--- src/hdl/gauge_scan_map.svh ---
`ifndef GAUGE_SCAN_MAP_SVH
`define GAUGE_SCAN_MAP_SVH

// ----------------------------------------------------------------
// register word indices (byte address = index * 4)
// ----------------------------------------------------------------
`define MAG_BASE_IDX 6'h00
`define DIR_BASE_IDX 6'h0C
`define SCAN_STATUS_CONTROL_IDX 6'h12

// ----------------------------------------------------------------
// scan_status_control fields
// ----------------------------------------------------------------
`define SCAN_STATUS_CONTROL_IRQ_EN_BIT 7
`define SCAN_STATUS_CONTROL_FLAG_BIT 6
`define SCAN_STATUS_CONTROL_FLAG_CLR_BIT 5
`define SCAN_STATUS_CONTROL_CLK_SEL_HI_BIT 4
`define SCAN_STATUS_CONTROL_CLK_SEL_LO_BIT 3
`define SCAN_STATUS_CONTROL_START_BIT 1
`define SCAN_STATUS_CONTROL_AUTO_BIT 0

// ----------------------------------------------------------------
// direction register fields
// ----------------------------------------------------------------
`define DIR_COIL1_BIT 0
`define DIR_COIL2_BIT 1
`define DIR_MINOR_BIT 0

// ----------------------------------------------------------------
// geometry, reset values, timing
// ----------------------------------------------------------------
`define COIL_COUNT 12
`define GAUGE_COUNT 6
`define MAJOR_COUNT 2
`define SYNC_COIL_IDX 4'hA
`define LAST_COIL_IDX 4'hB
`define MAG_RESET 8'h00
`define DIR_RESET 2'h0
`define DIV_BASE_CYC 512
`define DAC_WAIT_CYC 16

`endif

--- src/hdl/gauge_scan_pkg.sv ---
package gauge_scan_pkg;

    typedef enum logic {
        SEQ_IDLE,
        SEQ_SCAN
    } seq_state_t;

    typedef logic [3:0] coil_idx_t;
    typedef logic [2:0] gauge_idx_t;
    typedef logic [7:0] mag_t;
    typedef logic [1:0] dir_pair_t;

endpackage

--- src/hdl/coil_step_timer.sv ---
`include "gauge_scan_map.svh"

module coil_step_timer
    import gauge_scan_pkg::*;
#(
    parameter int DIV_BASE = `DIV_BASE_CYC,
    parameter int DAC_WAIT = `DAC_WAIT_CYC
) (
    input wire logic clk_in,
    input wire logic rst_in,
    input wire logic run_in,
    input wire logic [1:0] clk_sel_in,
    output logic step_start_out,
    output logic dac_load_out,
    output logic hold_close_out,
    output logic step_end_out
);

    logic [12:0] cnt;
    wire [12:0] base = 13'(DIV_BASE);
    wire [12:0] wait_at = 13'(DAC_WAIT);
    // interval is the bus clock divided by 512, 1024, 2048 or 4096
    wire [12:0] limit = (base << clk_sel_in) - 13'h0001;

    assign step_start_out = run_in && (cnt == 13'h0000);
    assign dac_load_out = run_in && (cnt == 13'h0001);
    assign hold_close_out = run_in && (cnt == wait_at);
    assign step_end_out = run_in && (cnt == limit);

    // the count restarts at zero whenever the sequencer parks
    always_ff @(posedge clk_in) begin
        if (rst_in || !run_in || step_end_out) begin
            cnt <= 13'h0000;
        end else begin
            cnt <= cnt + 13'h0001;
        end
    end

endmodule // coil_step_timer

--- src/hdl/gauge_coil_scan_sequencer.sv ---
`include "gauge_scan_map.svh"

module gauge_coil_scan_sequencer
    import gauge_scan_pkg::*;
#(
    parameter int DIV_BASE = `DIV_BASE_CYC,
    parameter int DAC_WAIT = `DAC_WAIT_CYC
) (
    input wire logic CLK_SYS_IN,
    input wire logic RST_IN,
    input wire logic WB_CYC_IN,
    input wire logic WB_STB_IN,
    input wire logic WB_WE_IN,
    input wire logic [7:0] WB_ADR_IN,
    input wire logic [3:0] WB_SEL_IN,
    input wire logic [31:0] WB_DAT_IN,
    input wire logic [5:0] GAUGE_ENABLE_IN,
    output logic [31:0] WB_DAT_OUT,
    output logic WB_ACK_OUT,
    output logic [7:0] DAC_DATA_OUT,
    output logic [3:0] COIL_SEL_OUT,
    output logic [11:0] HOLD_SWITCH_OUT,
    output logic [11:0] COIL_DIR_OUT,
    output logic [5:0] DRIVE_ON_OUT,
    output logic IRQ_OUT
);

    // ----------------------------------------------------------------
    // helpers
    // ----------------------------------------------------------------
    function automatic logic dir_of_coil(input dir_pair_t pair, input coil_idx_t c);
        // minor coil 1 is a half bridge and has no polarity of its own
        if (c[0]) begin
            dir_of_coil = pair[`DIR_COIL2_BIT];
        end else if (c[3:1] < 3'(`MAJOR_COUNT)) begin
            dir_of_coil = pair[`DIR_COIL1_BIT];
        end else begin
            dir_of_coil = 1'b0;
        end
    endfunction

    function automatic logic [7:0] dir_read(input dir_pair_t pair, input gauge_idx_t g);
        if (g < 3'(`MAJOR_COUNT)) begin
            dir_read = {6'h00, pair};
        end else begin
            dir_read = {7'h00, pair[`DIR_COIL2_BIT]};
        end
    endfunction

    // ----------------------------------------------------------------
    // state
    // ----------------------------------------------------------------
    mag_t mag_mst [`COIL_COUNT];
    mag_t mag_slv [`COIL_COUNT];
    dir_pair_t dir_mst [`GAUGE_COUNT];
    dir_pair_t dir_slv [`GAUGE_COUNT];
    logic [11:0] mag_written;
    logic sync_irq_enable;
    logic sync_flag;
    logic flag_seen;
    logic [1:0] clk_sel;
    logic scan_start_bit;
    logic auto_mode_select;
    seq_state_t state;
    coil_idx_t ptr;
    logic ack;
    logic [5:0] en_meta;
    logic [5:0] en_sync;

    // ----------------------------------------------------------------
    // bus decode
    // ----------------------------------------------------------------
    wire bus_req = WB_CYC_IN && WB_STB_IN;
    wire [5:0] idx = WB_ADR_IN[7:2];
    wire wr_fire = bus_req && ack && WB_WE_IN && WB_SEL_IN[0];
    wire rd_fire = bus_req && ack && !WB_WE_IN;
    wire [7:0] wd = WB_DAT_IN[7:0];
    wire is_mag = (idx >= `MAG_BASE_IDX) && (idx < `DIR_BASE_IDX);
    wire is_dir = (idx >= `DIR_BASE_IDX) && (idx < `SCAN_STATUS_CONTROL_IDX);
    wire is_scan_status_control = (idx == `SCAN_STATUS_CONTROL_IDX);
    wire [3:0] mag_sel = 4'(idx - `MAG_BASE_IDX);
    wire [2:0] dir_sel = 3'(idx - `DIR_BASE_IDX);
    wire scan_status_control_wr = wr_fire && is_scan_status_control;

    wire [7:0] scan_status_control_value = {sync_irq_enable, sync_flag,
                             1'b0,
                             clk_sel, 1'b0, scan_start_bit, auto_mode_select};
    wire [7:0] rd_mag = is_mag ? mag_slv[mag_sel] : 8'h00;
    wire [7:0] rd_dir = is_dir ? dir_read(dir_slv[dir_sel], dir_sel) : 8'h00;
    wire [7:0] rd_byte = is_scan_status_control ? scan_status_control_value : (rd_mag | rd_dir);

    // ----------------------------------------------------------------
    // step timing
    // ----------------------------------------------------------------
    wire step_start;
    wire dac_load;
    wire hold_close;
    wire step_end;
    wire running = (state == SEQ_SCAN);

    coil_step_timer #(
        .DIV_BASE(DIV_BASE),
        .DAC_WAIT(DAC_WAIT)
    ) u_timer (
        .clk_in(CLK_SYS_IN),
        .rst_in(RST_IN),
        .run_in(running),
        .clk_sel_in(clk_sel),
        .step_start_out(step_start),
        .dac_load_out(dac_load),
        .hold_close_out(hold_close),
        .step_end_out(step_end)
    );

    // ----------------------------------------------------------------
    // sequencing events
    // ----------------------------------------------------------------
    wire [2:0] cur_gauge = ptr[3:1];
    wire gauge_begin = step_start && !ptr[0];
    wire coil11_begin = step_start && (ptr == `SYNC_COIL_IDX);
    wire last_end = step_end && (ptr == `LAST_COIL_IDX);
    // a start request while one is still pending is dropped
    wire start_accept = scan_status_control_wr && wd[`SCAN_STATUS_CONTROL_START_BIT] && !scan_start_bit
                        && !auto_mode_select;
    wire copy_all = start_accept;
    wire flag_clear = scan_status_control_wr && wd[`SCAN_STATUS_CONTROL_FLAG_CLR_BIT] && flag_seen;
    wire next_sync_flag = coil11_begin || (sync_flag && !flag_clear);
    wire next_scan_start = start_accept || (scan_start_bit && !coil11_begin);
    wire continue_scan = auto_mode_select || scan_start_bit;

    logic [5:0] copy_gauge;
    logic [11:0] mag_wr_hit;
    logic [11:0] written_clr;

    always_comb begin
        for (int g = 0; g < `GAUGE_COUNT; g++) begin
            // manual copies every gauge start, automatic waits for both writes
            copy_gauge[g] = copy_all || (gauge_begin && (cur_gauge == 3'(g))
                            && (!auto_mode_select
                                || (mag_written[2 * g] && mag_written[2 * g + 1])));
        end
        for (int c = 0; c < `COIL_COUNT; c++) begin
            mag_wr_hit[c] = wr_fire && is_mag && (mag_sel == 4'(c));
            written_clr[c] = copy_gauge[c / 2];
        end
    end

    // ----------------------------------------------------------------
    // wishbone slave
    // ----------------------------------------------------------------
    // answer one cycle after the request; unmapped words read zero
    always_ff @(posedge CLK_SYS_IN) begin
        if (RST_IN) begin
            ack <= 1'b0;
            WB_ACK_OUT <= 1'b0;
            WB_DAT_OUT <= 32'h00000000;
        end else begin
            ack <= bus_req && !ack;
            WB_ACK_OUT <= bus_req && !ack;
            WB_DAT_OUT <= {24'h000000, rd_byte};
        end
    end

    // ----------------------------------------------------------------
    // magnitude buffers
    // ----------------------------------------------------------------
    always_ff @(posedge CLK_SYS_IN) begin
        for (int c = 0; c < `COIL_COUNT; c++) begin
            if (RST_IN) begin
                mag_mst[c] <= `MAG_RESET;
                mag_slv[c] <= `MAG_RESET;
            end else begin
                if (mag_wr_hit[c]) begin
                    mag_mst[c] <= wd;
                end
                if (copy_gauge[c / 2]) begin
                    mag_slv[c] <= mag_mst[c];
                end
            end
        end
    end

    // a write landing on the copy edge stays pending for the next copy
    always_ff @(posedge CLK_SYS_IN) begin
        if (RST_IN) begin
            mag_written <= 12'h000;
        end else begin
            mag_written <= (mag_written & ~written_clr) | mag_wr_hit;
        end
    end

    // ----------------------------------------------------------------
    // direction buffers
    // ----------------------------------------------------------------
    always_ff @(posedge CLK_SYS_IN) begin
        for (int g = 0; g < `GAUGE_COUNT; g++) begin
            if (RST_IN) begin
                dir_mst[g] <= `DIR_RESET;
                dir_slv[g] <= `DIR_RESET;
            end else begin
                if (wr_fire && is_dir && (dir_sel == 3'(g))) begin
                    if (g < `MAJOR_COUNT) begin
                        dir_mst[g] <= wd[1:0];
                    end else begin
                        dir_mst[g] <= {wd[`DIR_MINOR_BIT], 1'b0};
                    end
                end
                if (copy_gauge[g]) begin
                    dir_slv[g] <= dir_mst[g];
                end
            end
        end
    end

    // ----------------------------------------------------------------
    // scan status and control
    // ----------------------------------------------------------------
    always_ff @(posedge CLK_SYS_IN) begin
        if (RST_IN) begin
            sync_irq_enable <= 1'b0;
            clk_sel <= 2'h0;
            auto_mode_select <= 1'b0;
        end else if (scan_status_control_wr) begin
            sync_irq_enable <= wd[`SCAN_STATUS_CONTROL_IRQ_EN_BIT];
            clk_sel <= {wd[`SCAN_STATUS_CONTROL_CLK_SEL_HI_BIT], wd[`SCAN_STATUS_CONTROL_CLK_SEL_LO_BIT]};
            auto_mode_select <= wd[`SCAN_STATUS_CONTROL_AUTO_BIT];
        end
    end

    // the clear only arms once software has read the flag as set
    always_ff @(posedge CLK_SYS_IN) begin
        if (RST_IN) begin
            sync_flag <= 1'b0;
            flag_seen <= 1'b0;
            scan_start_bit <= 1'b0;
        end else begin
            sync_flag <= next_sync_flag;
            scan_start_bit <= next_scan_start;
            if (flag_clear) begin
                flag_seen <= 1'b0;
            end else if (rd_fire && is_scan_status_control && sync_flag) begin
                flag_seen <= 1'b1;
            end
        end
    end

    // ----------------------------------------------------------------
    // coil sequencer
    // ----------------------------------------------------------------
    always_ff @(posedge CLK_SYS_IN) begin
        if (RST_IN) begin
            state <= SEQ_IDLE;
            ptr <= 4'h0;
        end else begin
            case (state)
                SEQ_IDLE: begin
                    ptr <= 4'h0;
                    if (continue_scan) begin
                        state <= SEQ_SCAN;
                    end
                end
                SEQ_SCAN: begin
                    if (last_end) begin
                        ptr <= 4'h0;
                        if (!continue_scan) begin
                            state <= SEQ_IDLE;
                        end
                    end else if (step_end) begin
                        ptr <= ptr + 4'h1;
                    end
                end
                default: begin
                    state <= SEQ_IDLE;
                end
            endcase
        end
    end

    // ----------------------------------------------------------------
    // analog side
    // ----------------------------------------------------------------
    // disabled gauges keep their slot but never close a hold switch
    always_ff @(posedge CLK_SYS_IN) begin
        if (RST_IN) begin
            en_meta <= 6'h00;
            en_sync <= 6'h00;
            DRIVE_ON_OUT <= 6'h00;
        end else begin
            en_meta <= GAUGE_ENABLE_IN;
            en_sync <= en_meta;
            DRIVE_ON_OUT <= en_sync;
        end
    end

    always_ff @(posedge CLK_SYS_IN) begin
        if (RST_IN) begin
            HOLD_SWITCH_OUT <= 12'h000;
            COIL_SEL_OUT <= 4'h0;
            DAC_DATA_OUT <= 8'h00;
        end else begin
            if (step_start) begin
                HOLD_SWITCH_OUT <= 12'h000;
                COIL_SEL_OUT <= ptr;
            end else if (hold_close && en_sync[cur_gauge]) begin
                HOLD_SWITCH_OUT <= 12'h001 << ptr;
            end
            if (dac_load) begin
                DAC_DATA_OUT <= mag_slv[ptr];
            end
        end
    end

    // polarity follows the slave bit as the hold switch closes
    always_ff @(posedge CLK_SYS_IN) begin
        if (RST_IN) begin
            COIL_DIR_OUT <= 12'h000;
        end else if (hold_close) begin
            COIL_DIR_OUT[ptr] <= dir_of_coil(dir_slv[cur_gauge], ptr);
        end
    end

    always_ff @(posedge CLK_SYS_IN) begin
        if (RST_IN) begin
            IRQ_OUT <= 1'b0;
        end else begin
            IRQ_OUT <= sync_irq_enable && sync_flag;
        end
    end

endmodule // gauge_coil_scan_sequencer

--- config.mk ---
export PLATFORM = sky130hd
export DESIGN_NAME = gauge_coil_scan_sequencer
export DESIGN_NICKNAME = d
export VERILOG_FILES = /design/src/hdl/gauge_scan_pkg.sv /design/src/hdl/coil_step_timer.sv /design/src/hdl/gauge_coil_scan_sequencer.sv
export VERILOG_INCLUDE_DIRS = /design/src /design/src/hdl
export SDC_FILE = /design/constraint.sdc
export NUM_CORES = 1
export LEC_CHECK = 0
export BUFFER_PORTS_ARGS = -buffer_cell sky130_fd_sc_hd__buf_2
export CAP_MARGIN = 30
export CORE_MARGIN = 2
export CORE_UTILIZATION = 35
export DETAILED_ROUTE_END_ITERATION = 16
export PLACE_DENSITY = 0.5
export SYNTH_ARGS = -nofsm -noshare
export SYNTH_HDL_FRONTEND = slang
export SYNTH_SLANG_ARGS = --single-unit
export TNS_END_PERCENT = 10
--- constraint.sdc ---
create_clock -name CLK_SYS_IN -period 3.8 [get_ports CLK_SYS_IN]
set_input_delay 0.76 -clock CLK_SYS_IN [delete_from_list [all_inputs] [get_ports CLK_SYS_IN]]
set_output_delay 0.76 -clock CLK_SYS_IN [all_outputs]
set_load 0.05 [all_outputs]
== Word-level counts from Yosys, hierarchy flattened ==
Memory sizes are Yosys's and may differ from the RTL's. A register that Yosys moved wholly into a read port is not among the register bits.
Cells that the tools add are included.
Widths: inputs -> output; s select.

* $add $sub $neg: 4
* Magnitude comparators: 9
* Eq/ne operators: 28
* Shift-type cells: 2
* Mux-type cells: 131
* Bitwise operators: 41
* Reduce and logical (&&, ||, !) cells: 98

{| class="wikitable"
|+ Operator list
! kind !! number
|-
| $mux 8 || 27
|-
| $mux 1 || 82
|-
| $logic_and 1x1->1 || 66
|-
| $or 1x1->1 || 36
|-
| $mux 2 || 13
|-
| $eq 4x4->1 const B || 6
|-
| $logic_or 1x1->1 || 17
|-
| $eq 4x3->1 const B || 4
|-
| $add 13x1->13 const B || 1
|-
| $eq 13x1->1 const B || 1
|-
| $eq 13x13->1 || 1
|-
| $eq 13x5->1 const B || 1
|-
| $logic_not 13->1 || 1
|-
| $shl 10x2->13 const A || 1
|-
| $sub 13x1->13 const B || 1
|-
| $and 12x12->12 || 1
|-
| $bwmux 12 || 1
|-
| $eq 3x2->1 const B || 4
|-
| $eq 3x3->1 const B || 4
|-
| $not 12->12 || 1
|-
| $or 12x12->12 || 1
|-
| $shl 1x4->12 const A || 1
|-
| $eq 4x2->1 const B || 2
|-
| $logic_not 1->1 || 8
|-
| other kinds (25) || 32
|}

* Register bits after elaboration: 117
* RAM bits: 216
* Input bits: 55
* Output and inout port bits: 76
* Word-level logic and storage cells: 338
* Memories: 4

{| class="wikitable"
|+ Memories
! memory !! words !! width !! rd ports !! clocked after memory_dff !! write ports !! line !! text
|-
| mag_mst || 12 || 8 || 12 || 0 || 12 || gauge_coil_scan_sequencer.sv:53 || <nowiki>mag_t mag_mst [`COIL_COUNT];</nowiki>
|-
| mag_slv || 12 || 8 || 2 || 1 || 12 || gauge_coil_scan_sequencer.sv:54 || <nowiki>mag_t mag_slv [`COIL_COUNT];</nowiki>
|-
| dir_mst || 6 || 2 || 6 || 0 || 6 || gauge_coil_scan_sequencer.sv:55 || <nowiki>dir_pair_t dir_mst [`GAUGE_COUNT];</nowiki>
|-
| dir_slv || 6 || 2 || 2 || 1 || 6 || gauge_coil_scan_sequencer.sv:56 || <nowiki>dir_pair_t dir_slv [`GAUGE_COUNT];</nowiki>
|}

== Logic depth before layout (Yosys ltp) ==
* Word-level depth: 13
* Mapped depth: 8
* Mapped depth without buffers: 6

== Modules after synthesis ==
From an unflattened synthesis, not the netlist that was laid out.

* Cells, all modules: 1,124
* Area total of the unflattened synthesis: 14,589.0 µm²

{| class="wikitable"
|+ By module, submodules not included
! module !! instances !! cells each !! area an instance (µm²) !! seq. area each (µm²)
|-
| gauge_coil_scan_sequencer || 1 || 1,040 || 13,880.8 || 8,067.7
|-
| coil_step_timer || 1 || 84 || 708.2 || 260.2
|}

== Least setup slack after synthesis ==
OpenSTA, ideal clock, no wires.

* Path kind: input to register
* From: input WB_ADR_IN[2]
* To: memory dir_slv[0][0] in the netlist's numbering (enable)
* Library setup time: 375 ps
* Arrival: 2,583 ps
* Required time: 3,425 ps
* Setup slack: 842 ps
* Cell stages on the path: 6
* Buffers on the path: 2
* Path through: buf_2 or3b_2 nor4_4 a21oi_1 clkbuf_1 nand2_1

{| class="wikitable"
|+ RTL lines
! what !! line !! text
|-
| from (decl) || gauge_coil_scan_sequencer.sv:14 || <nowiki>input wire logic [7:0] WB_ADR_IN,</nowiki>
|-
| to (decl) || gauge_coil_scan_sequencer.sv:56 ||
|}

==> impl_metrics.yaml <==
status:
  status: "finished, final reports clean"
place:
  place.gp.congestion: 0.865
  place_ws_ps: 780
  placedInstanceArea_sq_um: 15100
  hpwlAfterDp_um: 26600
  portBuffers: 77
  dp_cells: 1686
grt:
  grt_usage_pct: 18.2
  gr-total-overflow: 0
  grt_max_degree: 76
  grt_pass1_vias: 8893
  antenna_found_initial: 0
  grt_pass1_wl_um: 56600
sta:
  period_share_pct: 73.3
  fin_tns_setup_ps: 0
  rsz0062_at_grt: "false"
  setup-violations-final: 0
  period_minus_slack_ps: 2790
  maxSlewHeadroom_pct: 31.6
  setup_ws_ps: 1010
  tightestPinTransition_ps: 1030
  max_freq_ghz: 0.359
  timing.final.max_slew_violations: 0
  hold_viol: 0
  fin_worst_skew_ps: 19.1
drt:
  wirelength_um: 37900
  met3WireLength_um: 1850
  dr.max_layer_used: "met4"
  met2WireLength_um: 17400
  vias_per_cell: 5.23
  drt_iter0_markers: 533
  ant_nets: 0
  wirelength_met1_um: 17600
  drc_errors: 0
  vias: 9187
  drt_pass1_iterations: 5
  wire_per_inst_um: 21.6
finish:
  areaGrowthSynthToFinish_pct: 16.8
  drive_above_1_share_pct: 22.2
  diodes: 0
  nNetsFinal: 1265
  design_area_sq_um: 16500
  layout.cells.non_filler: 1756
  layout_common_cells: "208 x edfxtp_1, 105 x nor3b_1, 103 x dfxtp_1, 83 x buf_2, 75 x and2_1"
  final_common_cell: "edfxtp_1"
  utilization_pct: 41.4
clock_tree:
  hold_buffers: 0
  cts_made_buffers: 38
  clock_path_buffers: 3
  clock-root-buffer: "clkbuf_16"
  cts.sinks: 312
  worstSkewPairLatency_ps: 530
  cts.clk_slew.worst_paths_ps: 60
  ctsResizeCount: 0
  htree_levels: 2
  cts_setup_buffers: 0
  cts_tree: "yes"
synthesis:
  ys_seq_area_share_pct: 59.1
  ys_ff_latch: 312
  synth.distinct_cells: 62
  async_flop_share_pct: 0
  syn_inst: 1112
  yosysTopAreaCellShare_pct: 44.3
  synth_edf_count: 208
  netlist_area_sq_um: 14100
  ys_warn_count: 0
  syn_area_per_cell_sq_um: 12.7
  synth_ff_type: "edfxtp_1"
  yosysTopAreaCell: "edfxtp_1"
  synthTopCellsByArea: "edfxtp_1 44%, dfxtp_1 15%, mux4_2 8.0%, nor3b_1 5.6%, and2_1 3.3%"
critical_path:
  r2r_start: "u_timer.cnt[6]"
  crit_fanout: 12
  end_kind: "flop"
  start_kind: "flop"
  critPathLaunch: "u_timer.cnt[6]"
  r2r_end: "mag_slv[0][2]"
  worstPathArrival_ps: 3140
  cp.required_ps: 4150
  r2r_cells: 5
  reg2reg_slack_ps: 1010
  critPathKind: "reg2reg"
  crit_end: "mag_slv[0][2]"
die:
  rows: 73
  initial_core_util_pct: 35.5
  die_area_sq_um: 41900
  core_sq_um: 39700
  ioPinCount: 131
  die_y_um: 205
  dieWidth_um: 205
min_path:
  hp-class: "reg2reg"
power_and_ir_drop:
  p_leak_nw: 5.83
  ir_drop_uv: 310
  powerDensity_nw_per_um2: 478
job:
  drv_cap: 0
-- worst min-delay path by stage --
stage	start	endpoint	slack, ps	cells past startpoint
2_1_floorplan	en_meta[0]	en_sync[0]	410	1
3_3_place_gp	en_meta[1]	en_sync[1]	420	1
3_5_place_dp	en_meta[1]	en_sync[1]	430	1
4_1_cts	GAUGE_ENABLE_IN[5]	en_meta[5]	420	2
5_1_grt	en_meta[1]	en_sync[1]	450	1
6_report	en_meta[1]	en_sync[1]	430	1
-- cell type report --
| class | count | area (sq um) |
|---|---|---|
| clock buffers | 63 | 1240 |
| well taps | 525 | 657 |
| flip-flops and latches | 312 | 8330 |
| inverters | 13 | 48.8 |
| fillers | 3722 | 23300 |
| multi-input cells | 708 | 5310 |
| repair buffers | 128 | 778 |
| clock inverters | 7 | 87.6 |
-- synthesized netlist by cell type (all sizes together), types with 12 or more instances --
library cell,count
a31o,12
mux2i,20
mux4,50
and2,75
inv,12
a21oi,26
a32oi,16
nand2,62
o21ai,44
clkbuf,55
buf,47
nand3,19
nor3,39
nor2,54
edfxtp,208
nor3b,105
dfxtp,104
nor2b,27
-- power by group --
part | internal [mW] | switching [mW] | leakage (nW)
Combinational | 0.116 | 0.270 | 2.17
Clock | 2.36 | 1.39 | 0.655
Sequential | 3.69 | 0.0407 | 3.00
Total | 6.17 | 1.70 | 5.83
-- critical path, cell delays in order (launching register included) --
cell and delay, ps:
dfxtp_1 370, nor4_2 620, and4_1 690, a32oi_1 390, buf_4 300, nor3b_1 220
-- cell families after synthesis --
| kind of cell | count (synthesis) | synth area share, % |
|---|---|---|
| buffers and inverters | 115 | 3.86 |
| other | 1 | 0.0266 |
| adder cells (fa/ha/maj) | 9 | 0.799 |
| XOR/XNOR | 12 | 0.746 |
| AO/OA/AOI/OAI | 146 | 7.03 |
| flip-flops | 312 | 59.1 |
| AND/OR/NAND/NOR | 439 | 18.4 |
| multiplexers | 78 | 10.0 |
-- state kept, by name, summed over array words and instances, names as in the netlist, 2 cells and up, named ones only --
register         flops
COIL_DIR_OUT        12
COIL_SEL_OUT         4
DAC_DATA_OUT         8
DRIVE_ON_OUT         6
HOLD_SWITCH_OUT     12
WB_DAT_OUT           8
clk_sel              2
dir_mst              8
dir_slv              8
en_meta              6
en_sync              6
mag_mst             96
mag_slv             96
mag_written         12
ptr                  4
u_timer.cnt         13
-- through the flow --
step	hold slack, ps	total power [mW]
global placement	418	4.19
global route	454	8.11
CTS	424	7.95
floorplan	414	4.06
detailed placement	427	4.19
finish	435	7.87
-- layer usage --
layer,global-route usage [%],vias up
met3,2.82,54
met5,0,-
met2,28.7,245
met4,6.42,0
li1,-,4315
met1,25.5,4573
Note: power is estimated with default switching activity, not from simulation.
